## config.mk

```make
export PLATFORM = sky130hd
export DESIGN_NAME = user_nvm_byte_read_port
export DESIGN_NICKNAME = d
export VERILOG_FILES = /design/src/hw/nvm_pkg.sv /design/src/hw/prog_xfer_if.sv /design/src/hw/prog_decrypt.sv /design/src/hw/user_nvm_byte_read_port.sv
export SDC_FILE = /design/constraint.sdc
export NUM_CORES = 2
export LEC_CHECK = 0
export BUFFER_PORTS_ARGS = -buffer_cell sky130_fd_sc_hd__buf_4
export CAP_MARGIN = 10
export CORE_MARGIN = 2
export CORE_UTILIZATION = 35
export CTS_CLUSTER_SIZE = 10
export DETAILED_ROUTE_END_ITERATION = 6
export PLACE_DENSITY = 0.57
export SYNTH_ARGS = -nofsm -noshare
export SYNTH_HDL_FRONTEND = slang
export SYNTH_HIERARCHICAL = 1
export SYNTH_SLANG_ARGS = --single-unit
```

## constraint.sdc

```tcl
create_clock -name clk_sys -period 5.1 [get_ports clk_sys]
set_input_delay 1.02 -clock clk_sys [delete_from_list [all_inputs] [get_ports clk_sys]]
set_output_delay 1.02 -clock clk_sys [all_outputs]
set_load 0.01 [all_outputs]
```

## src/hw/nvm_pkg.sv

```systemverilog
// Shared constants and types for the user nonvolatile byte read port.
package nvm_pkg;

	localparam int unsigned NVM_BANKS      = 8;
	localparam int unsigned BANK_BITS      = 128;
	localparam int unsigned BYTE_W         = 8;
	localparam int unsigned BYTES_PER_BANK = BANK_BITS / BYTE_W;
	localparam int unsigned NVM_BYTES      = NVM_BANKS * BYTES_PER_BANK;
	localparam int unsigned ADDR_W         = 7;
	localparam int unsigned BANK_FIELD_W   = 3;
	localparam int unsigned BYTE_FIELD_W   = 4;
	localparam int unsigned BANK_FIELD_LSB = 4;
	localparam int unsigned KEY_W          = 128;

	localparam logic [BYTE_W-1:0]    ERASED_BYTE = 8'hFF;
	localparam logic [BYTE_W-1:0]    ZERO_BYTE   = 8'h00;
	localparam logic [ADDR_W-1:0]    ZERO_ADDR   = 7'h00;
	localparam logic [NVM_BANKS-1:0] BLANK_RST   = 8'h00;

	typedef logic [ADDR_W-1:0]       nvm_addr_t;
	typedef logic [BYTE_W-1:0]       nvm_byte_t;
	typedef logic [BANK_FIELD_W-1:0] bank_sel_t;
	typedef logic [BYTE_FIELD_W-1:0] byte_sel_t;

	typedef enum logic [1:0] {
		CMD_NOP   = 2'b00,
		CMD_WRITE = 2'b01,
		CMD_ERASE = 2'b10,
		CMD_READ  = 2'b11
	} prog_cmd_t;

endpackage : nvm_pkg

```

## src/hw/prog_xfer_if.sv

```systemverilog
// Carrier between the storage core and the programming data decrypt stage.
`timescale 1ns/1ns
interface prog_xfer_if;
	import nvm_pkg::*;

	logic      in_valid;
	logic      in_decrypt;
	nvm_addr_t in_addr;
	nvm_byte_t in_data;
	logic      out_valid;
	nvm_addr_t out_addr;
	nvm_byte_t out_data;

	modport src (
		output in_valid,
		output in_decrypt,
		output in_addr,
		output in_data,
		input  out_valid,
		input  out_addr,
		input  out_data
	);

	modport dst (
		input  in_valid,
		input  in_decrypt,
		input  in_addr,
		input  in_data,
		output out_valid,
		output out_addr,
		output out_data
	);

endinterface : prog_xfer_if

```

## src/hw/prog_decrypt.sv

```systemverilog
// One-cycle decrypt stage for incoming programming bytes.
`timescale 1ns/1ns
module prog_decrypt
	import nvm_pkg::*;
#(
	parameter bit HAS_DECRYPT = 1'b1
) (
	input  wire logic             clk_sys,
	input  wire logic             nrst,
	input  wire logic             ce,
	input  wire logic [KEY_W-1:0] decrypt_key,
	prog_xfer_if.dst              xfer
);

	nvm_byte_t key_byte;
	nvm_byte_t plain;

	// The keystream is a stand-in cipher: a key byte picked by the byte
	// index and whitened with the address. It keeps the path and timing of
	// a real engine so that a stronger core can be dropped in later.
	always_comb begin
		key_byte = decrypt_key[{xfer.in_addr[BYTE_FIELD_W-1:0], 3'h0} +: BYTE_W];
		if (HAS_DECRYPT && xfer.in_decrypt) begin
			plain = xfer.in_data ^ key_byte ^ {1'b0, xfer.in_addr};
		end else begin
			plain = xfer.in_data;
		end
	end

	always_ff @(posedge clk_sys or negedge nrst) begin
		if (!nrst) begin
			xfer.out_valid <= 1'b0;
		end else if (ce) begin
			xfer.out_valid <= xfer.in_valid;
		end
	end

	always_ff @(posedge clk_sys or negedge nrst) begin
		if (!nrst) begin
			xfer.out_addr <= ZERO_ADDR;
			xfer.out_data <= ZERO_BYTE;
		end else if (ce && xfer.in_valid) begin
			xfer.out_addr <= xfer.in_addr;
			xfer.out_data <= plain;
		end
	end

endmodule : prog_decrypt

```

## src/hw/user_nvm_byte_read_port.sv

```systemverilog
// User nonvolatile memory with a core byte read port and a programming port.
// What this block does
// - Storage is eight banks of 128 bits.
// - Core reads one byte per access, synchronously.
// - Seven-bit address selects bank and byte.
// - Upper three address bits pick the bank.
// - Lower four address bits pick the byte.
// - Erase and write only via programming port.
// - Contents readable via programming port and core.
// - Optional on-chip decryption of programming data.
// - Contents survive reset and power loss.
`timescale 1ns/1ns
module user_nvm_byte_read_port
	import nvm_pkg::*;
#(
	parameter bit HAS_DECRYPT = 1'b1
) (
	input  wire logic                 clk_sys,
	input  wire logic                 nrst,
	input  wire logic                 ce,
	// Core side read port.
	input  wire logic                 rd_en,
	input  wire logic [ADDR_W-1:0]    rd_addr,
	output logic      [BYTE_W-1:0]    rd_data,
	output logic                      rd_valid,
	// Programming port.
	input  wire logic                 prog_valid,
	output logic                      prog_ready,
	input  wire logic [1:0]           prog_cmd,
	input  wire logic [ADDR_W-1:0]    prog_addr,
	input  wire logic [BYTE_W-1:0]    prog_wdata,
	input  wire logic                 prog_decrypt,
	input  wire logic [KEY_W-1:0]     decrypt_key,
	output logic      [BYTE_W-1:0]    prog_rdata,
	output logic                      prog_rvalid,
	output logic                      prog_done,
	output logic                      prog_error,
	output logic      [NVM_BANKS-1:0] bank_blank
);

	// Flash array: never touched by reset, so contents outlive any reset
	// of the surrounding logic.
	nvm_byte_t mem [NVM_BYTES];

	nvm_byte_t             rd_data_q;
	logic                  rd_valid_q;
	nvm_byte_t             prog_rdata_q;
	logic                  prog_rvalid_q;
	logic                  prog_done_q;
	logic                  prog_error_q;
	logic [NVM_BANKS-1:0]  bank_blank_q;
	// Next values of the output registers.
	nvm_byte_t             rd_data_d;
	nvm_byte_t             prog_rdata_d;
	logic [NVM_BANKS-1:0]  bank_blank_d;

	prog_cmd_t cmd;
	logic      take;
	logic      take_write;
	logic      take_erase;
	logic      take_read;
	logic      bad_decrypt;
	logic      take_bad;
	bank_sel_t rd_bank;
	byte_sel_t rd_byte;
	bank_sel_t pg_bank;
	bank_sel_t wr_bank;

	prog_xfer_if xfer ();

	prog_decrypt #(
		.HAS_DECRYPT (HAS_DECRYPT)
	) u_decrypt (
		.clk_sys     (clk_sys),
		.nrst        (nrst),
		.ce          (ce),
		.decrypt_key (decrypt_key),
		.xfer        (xfer)
	);

	// Address split for the core read port.
	assign rd_bank = rd_addr[BANK_FIELD_LSB +: BANK_FIELD_W];
	assign rd_byte = rd_addr[BYTE_FIELD_W-1:0];

	// Address split for the programming port.
	assign pg_bank = prog_addr[BANK_FIELD_LSB +: BANK_FIELD_W];
	assign wr_bank = xfer.out_addr[BANK_FIELD_LSB +: BANK_FIELD_W];

	// A write in the decrypt stage holds the port off for one cycle. That
	// keeps every command in issue order without any hazard checking.
	assign prog_ready = ~xfer.out_valid;

	// Command codes: a nop is ignored, a write goes through the decrypt
	// stage, an erase fills one bank with the erased value in one edge,
	// and a read answers at the edge that takes it. Every code is legal,
	// so the cast below can never produce an unknown command.
	assign cmd  = prog_cmd_t'(prog_cmd);
	assign take = ce & prog_valid & prog_ready;

	// Decryption asked for on a variant without the engine is refused
	// rather than silently storing cipher text.
	assign bad_decrypt = prog_decrypt & ~HAS_DECRYPT;

	assign take_write = take & (cmd == CMD_WRITE) & ~bad_decrypt;
	assign take_erase = take & (cmd == CMD_ERASE);
	assign take_read  = take & (cmd == CMD_READ);

	// A refused write still counts as taken, so the port never stalls on
	// it and the caller sees the refusal one edge later.
	assign take_bad   = take & (cmd == CMD_WRITE) & bad_decrypt;

	assign xfer.in_valid   = take_write;
	assign xfer.in_decrypt = prog_decrypt;
	assign xfer.in_addr    = prog_addr;
	assign xfer.in_data    = prog_wdata;

	// Both read ports look the array up before the edge, so a read taken
	// in the edge that stores a byte returns the byte as it was.
	assign rd_data_d    = mem[{rd_bank, rd_byte}];
	assign prog_rdata_d = mem[prog_addr];

	// The only paths that change the array come from the programming
	// port; the core side has no write input at all.
	// The clock enable gates the array too: with it low nothing is stored,
	// which keeps a frozen block exactly where it stood.
	always_ff @(posedge clk_sys) begin
		if (ce) begin
			if (take_erase) begin
				for (int i = 0; i < BYTES_PER_BANK; i++) begin
					mem[{pg_bank, byte_sel_t'(i)}] <= ERASED_BYTE;
				end
			end
			if (xfer.out_valid) begin
				mem[xfer.out_addr] <= xfer.out_data;
			end
		end
	end

	// Core read: address taken at the edge, byte shown after it and held
	// until the next accepted read.
	always_ff @(posedge clk_sys or negedge nrst) begin
		if (!nrst) begin
			rd_data_q <= ZERO_BYTE;
		end else if (ce && rd_en) begin
			rd_data_q <= rd_data_d;
		end
	end

	// Valid follows the enable at every running edge, so it marks each
	// accepted read until the next running edge.
	always_ff @(posedge clk_sys or negedge nrst) begin
		if (!nrst) begin
			rd_valid_q <= 1'b0;
		end else if (ce) begin
			rd_valid_q <= rd_en;
		end
	end

	// Readback through the programming port.
	always_ff @(posedge clk_sys or negedge nrst) begin
		if (!nrst) begin
			prog_rdata_q <= ZERO_BYTE;
		end else if (take_read) begin
			prog_rdata_q <= prog_rdata_d;
		end
	end

	always_ff @(posedge clk_sys or negedge nrst) begin
		if (!nrst) begin
			prog_rvalid_q <= 1'b0;
		end else if (ce) begin
			prog_rvalid_q <= take_read;
		end
	end

	// Completion and refusal strobes for the programming port.
	always_ff @(posedge clk_sys or negedge nrst) begin
		if (!nrst) begin
			prog_done_q <= 1'b0;
		end else if (ce) begin
			prog_done_q <= take_erase | xfer.out_valid;
		end
	end

	always_ff @(posedge clk_sys or negedge nrst) begin
		if (!nrst) begin
			prog_error_q <= 1'b0;
		end else if (ce) begin
			prog_error_q <= take_bad;
		end
	end

	// Blank tracking per bank. It is volatile and clears at reset, so it
	// only reports erases seen since then. A stored write wins over an
	// erase of the same bank in one edge.
	always_comb begin
		bank_blank_d = bank_blank_q;
		for (int b = 0; b < NVM_BANKS; b++) begin
			if (xfer.out_valid && wr_bank == bank_sel_t'(b)) begin
				bank_blank_d[b] = 1'b0;
			end else if (take_erase && pg_bank == bank_sel_t'(b)) begin
				bank_blank_d[b] = 1'b1;
			end
		end
	end

	always_ff @(posedge clk_sys or negedge nrst) begin
		if (!nrst) begin
			bank_blank_q <= BLANK_RST;
		end else if (ce) begin
			bank_blank_q <= bank_blank_d;
		end
	end

	assign rd_data     = rd_data_q;
	assign rd_valid    = rd_valid_q;
	assign prog_rdata  = prog_rdata_q;
	assign prog_rvalid = prog_rvalid_q;
	assign prog_done   = prog_done_q;
	assign prog_error  = prog_error_q;
	assign bank_blank  = bank_blank_q;

endmodule : user_nvm_byte_read_port

```

======== Word-level counts from Yosys, hierarchy flattened ========
Memory sizes are Yosys's and may differ from the RTL's. A register that Yosys moved wholly into a read port is not among the register bits.
Cells that the tools add are included.
word-level totals
  input port bits ......................... 158
  memories kept ........................... 1
  output and inout bits ................... 29
  word-level logic and storage cells ...... 107
  memory bits (writable) .................. 1024
  register bits after elaboration ......... 27
cells by class
  reduce and logical (&&, ||, !) cells .... 39
  shift operators ......................... 1
  mux-type cells .......................... 26
  equality and inequality tests ........... 17
  bitwise gates (word level) .............. 9
memories
  name  words  bits a word  rd ports  clocked after memory_dff  wr ports  line                           RTL
  mem   128    8            2         2                         16        user_nvm_byte_read_port.sv:43  nvm_byte_t mem [NVM_BYTES];
operators with widths
  cell                                           number
  indexed part select 128 x 8 -> 8 bit           1
  == test 3 bit, second input constant           8
  two-way mux 1 bit                              23
  logical AND 1 bit                              18
  two-way mux 8 bit                              2
  AND reduction 2 bit                            8
  nonzero test 2 bit                             8
  == test 3 x 2 -> 1 bit, second input constant  4
  OR reduction 8 bit                             1
  XOR 8 x 7 -> 8 bit                             1
  XOR 8 bit                                      1
  two-way mux 7 bit                              1
  == test 3 x 1 -> 1 bit, second input constant  2
  logical NOT 3 bit                              2
  bitwise AND 1 bit                              5
  == test 2 bit, second input constant           2
  == test 2 x 1 -> 1 bit, second input constant  1
  logical NOT 1 bit                              2
  inverter 1 bit                                 1
  bitwise OR 1 bit                               1

======== Longest topological paths before layout ========
  word-level depth ........................ 7
  depth in mapped cells ................... 11
  mapped depth without buffers ............ 6

======== Hierarchy ========
The synthesis kept the hierarchy.
modules (own cells, without submodules)
  module                   sequential area each (µm²)  cells an instance  area each (µm²)  instances
  user_nvm_byte_read_port  31425.1                     3851               57083.5          1
  prog_decrypt             400.4                       181                1888.1           1

======== Least setup slack after synthesis ========
No wires, ideal clock.
  path kind ............................... in2reg
  from .................................... input prog_addr[0]
  to ...................................... register prog_rdata_q[5], in the netlist prog_rdata[5], read port of mem
  library setup time ...................... 134 ps
  path slack .............................. 2037 ps
  data arrival time ....................... 2929 ps
  data required time ...................... 4966 ps
  buffers on the path ..................... 5
  stages on the path ...................... 10
  cells stage by stage .................... buf_6 buf_6 buf_6 buf_4 buf_2 mux4_2 a31oi_1 o21ai_0 nor4_1 nor3_1
RTL lines
  item                line                           RTL
  start: declaration  user_nvm_byte_read_port.sv:30  input wire logic [ADDR_W-1:0] prog_addr,
  end: declaration    user_nvm_byte_read_port.sv:47  nvm_byte_t prog_rdata_q;

==> flow_summary.toml <==
[sta]
finalWorstSetupSlack_ns = 1.125
period_needed_ns = 3.975
finalSetupViolations = 0
worst_pin_slew_ns = 1.271
fin_skew_ns = 0.04691
post-route-period-util = 0.7794
hold_violations = 0
tns_ns = 0
relSlewSlack = 0.1526
rsz0062_at_grt = "false"
max_freq_ghz = 0.2516
finalMaxSlewViolations = 0

[clock_network]
path_clk_slew_ns = 0.06
post_cts_buffers = 0
clk_latency_ns = 0.77
cts-resized-gates = 0
cts_max_level = 3
root_buffer = "clkbuf_16"
cts_tree = "built"
cts_hold_buf = 0
clock_sinks = 1067
cts_buffer_depth = 3
cts_inserted_buffers = 120

[global_route]
use_met3 = 0.03461
antenna_found_initial = 5
top_usage_layer = "met2"
use_met2 = 0.3775
grt_overflow = 0
grt_pass1_wl_um = 294300
grt_usage = 0.2363
use_met1 = 0.3190
grt_max_degree = 101
grt_pass1_vias = 38910

[placement]
portBuffers = 185
hpwl_um = 137700
gp_congestion = 0.9543
pre_cts_slack_ns = 0.4836

[floorplan]
core_region_area_mm2 = 0.1672
die_x_um = 414.5
start_util = 0.3527
pin_count = 187
rows = 150
die-area_mm2 = 0.1718
die_h_um = 414.5

[logic_synthesis]
yosys_warnings = 6
synth_cell_types = 62
synthFlopType = "edfxtp_1"
syn_area_per_cell_um2 = 14.63
synth_area_mm2 = 0.05897
syn_inst = 4032
synth_nets = 4190
synth_enable_flop_cells = 1024
ys_ff_latch = 1067
synthArstFlopShare = 0.04030
ys_seq_area_frac = 0.5397

[power_and_ir_drop]
vdd_drop_max_mv = 0.3225
p_per_area_mw_per_mm2 = 312.2
power_leakage_nw = 21.45

[final_layout]
nFillCells = 15250
final_layout_size_suffix_gt1_frac = 0.3452
nets = 4244
area_delta_synth_final_pct = 12.89

[critical_path]
critPathBufInv = 1
crit_arrival_ns = 4.44
crit_family = "simple AND/OR/NAND/NOR gates"
cp.required_ns = 5.56
max_stage_delay_ns = 0.69
worstSetupPathType = "flip-flop to flip-flop"
critPathMaxFanout = 16
crit_chain = "nand3b_1 -> nor3b_1 -> nor2b_1 -> nand2_1 -> o21ai_0 -> buf_4"
end_kind = "flip-flop"
critical-path-slowest-cell = "nor3b_1"
worst_setup_path_start_kind = "flip-flop"

[routing]
wirelength_um = 205700
antenna_left = 0
drc_errors = 2
post_drt_wl_per_cell_um = 32.27
drt_first_iter_violations = 5000
drt-pass1-iter-count = 7
via_per_inst = 6.147
via_count = 39180

[hold_path]
hold_path_class = "input port to async pin"

[run_status]
status = "complete, but fails checks"
violations = "design-rule violations"

[run]
cap_violations = 0
[through the flow]
step | hold WS [ns] | instances | utilization | power, mW | area (µm²)
after floorplan | 0.4676 | 4032 | - | 11.49 | 58970
after global placement | 0.5322 | 6155 | 0.3768 | 12.84 | 63010
after detailed placement | 0.5362 | 6162 | 0.3771 | 12.85 | 63060
after CTS | 0.3218 | 6366 | 0.3979 | 20.82 | 66540
after global routing | 0.3478 | 6372 | 0.3981 | 21.25 | 66570
final | 0.2950 | 6373 | 0.3981 | 20.78 | 66570
[path summary, 6_finish.rpt]
kind                       slack (ns)                                 start                                     end  cells after the start
setup / recovery                 1.13  u_decrypt/xfer.out_valid$_DFFE_PN0P_                mem[52][2]$_SDFFCE_PN1P_                      6
hold / removal                   0.30                                  nrst  u_decrypt/xfer.out_data[3]$_DFFE_PN0P_                      1
setup reg to reg                 1.13  u_decrypt/xfer.out_valid$_DFFE_PN0P_                mem[52][2]$_SDFFCE_PN1P_                      6
hold reg to reg                  0.54             bank_blank[1]$_DFFE_PN0P_               bank_blank[1]$_DFFE_PN0P_                      2
max in group asynchronous        4.12                                  nrst  u_decrypt/xfer.out_data[5]$_DFFE_PN0P_                      1
min in group clk_sys             0.53                         prog_wdata[3]  u_decrypt/xfer.out_data[3]$_DFFE_PN0P_                      3
[Yosys cell counts (all sizes together) (3+ instances only)]
library cell,instances,area share
a2111oi,8,0.0012
a211oi,7,0.00089
a21oi,25,0.0021
a221oi,8,0.0012
a22o,4,0.00059
a22oi,26,0.0033
a311oi,3,0.00045
a31oi,25,0.0027
and2,5,0.00053
buf,139,0.014
clkbuf,343,0.022
dfrtp,43,0.018
edfxtp,1024,0.52
inv,18,0.0011
mux2,36,0.0069
mux2i,151,0.026
mux4,577,0.22
nand2,155,0.0099
nand2b,36,0.0038
nand3,35,0.0030
nand3b,3,0.00038
nand4,9,0.00095
nor2,62,0.0039
nor2b,45,0.0048
nor3,32,0.0027
nor3b,6,0.00076
nor4,6,0.00064
o211ai,11,0.0014
o21a,8,0.0010
o21ai,110,0.0093
o22ai,21,0.0022
o311ai,5,0.00074
or2,258,0.027
or3,759,0.081
[state kept, by name, summed over array words and instances (netlist names)]
register,count
mem,1024
bank_blank,8
prog_rdata,8
rd_data,8
u_decrypt/xfer.out_data,8
u_decrypt/xfer.out_addr,7
prog_done,1
prog_rvalid,1
rd_valid,1
u_decrypt/xfer.out_valid,1
[layer usage]
layer | wire length [µm] | vias up | part of all wire
li1 | - | 16180 | -
met1 | 80650 | 20410 | 0.39
met2 | 96870 | 2189 | 0.47
met3 | 17740 | 400 | 0.086
met4 | 10400 | 2 | 0.051
met5 | 13 | - | 0.000063
[area by class of cell]
type / count / area, µm² / share of cell area
clock inverters: 11 / 137.6 / 0.002067
inverters: 18 / 67.56 / 0.001015
repair buffers: 414 / 3362 / 0.05050
well taps: 2204 / 2758 / 0.04142
clock buffers: 193 / 3348 / 0.05029
diodes: 1 / 2.502 / 0.00003759
multi-input cells: 2465 / 25040 / 0.3762
flip-flops and latches: 1067 / 31860 / 0.4785
[logic make-up after synthesis]
kind of cell | count (synthesis) | synth area share
xor gates and xnor gates | 4 | 0.0005942
AOI/OAI and AO/OA | 277 | 0.02951
DFF | 1067 | 0.5397
buffers and inverters | 500 | 0.03694
other | 1 | 0.00006359
muxes | 764 | 0.2529
and+or+nand+nor | 1419 | 0.1404
[power by group]
group / switching, mW / total (mW) / internal, mW / leakage [nW]
Clock: 3.58 / 8.07 / 4.49 / 1.67
Combinational: 1.63 / 2.50 / 0.863 / 8.93
Sequential: 0.635 / 10.2 / 9.58 / 10.9
[placed cells by master, fill, tap and decap left out, types with 9 or more instances in the layout]
master | netlist | layout
o211ai_1 | 11 | 11
edfxtp_1 | 1024 | 1024
or3_1 | 759 | 759
o21ai_0 | 109 | 103
mux2i_1 | 151 | 151
nor2_1 | 62 | 62
nor2b_1 | 45 | 45
nor3_1 | 32 | 31
clkbuf_1 | 341 | 67
nand4_1 | 9 | 9
o22ai_1 | 21 | 21
nand3_1 | 35 | 33
buf_12 | 0 | 19
nand2_1 | 155 | 150
nand2b_1 | 36 | 36
a21oi_1 | 25 | 25
a31oi_1 | 25 | 25
mux2_2 | 36 | 36
dfrtp_1 | 43 | 35
inv_1 | 17 | 17
a22oi_1 | 26 | 26
buf_4 | 29 | 383
mux4_2 | 577 | 577
clkbuf_16 | 0 | 121
or2_2 | 258 | 258
(Power assumes the default switching activity.)
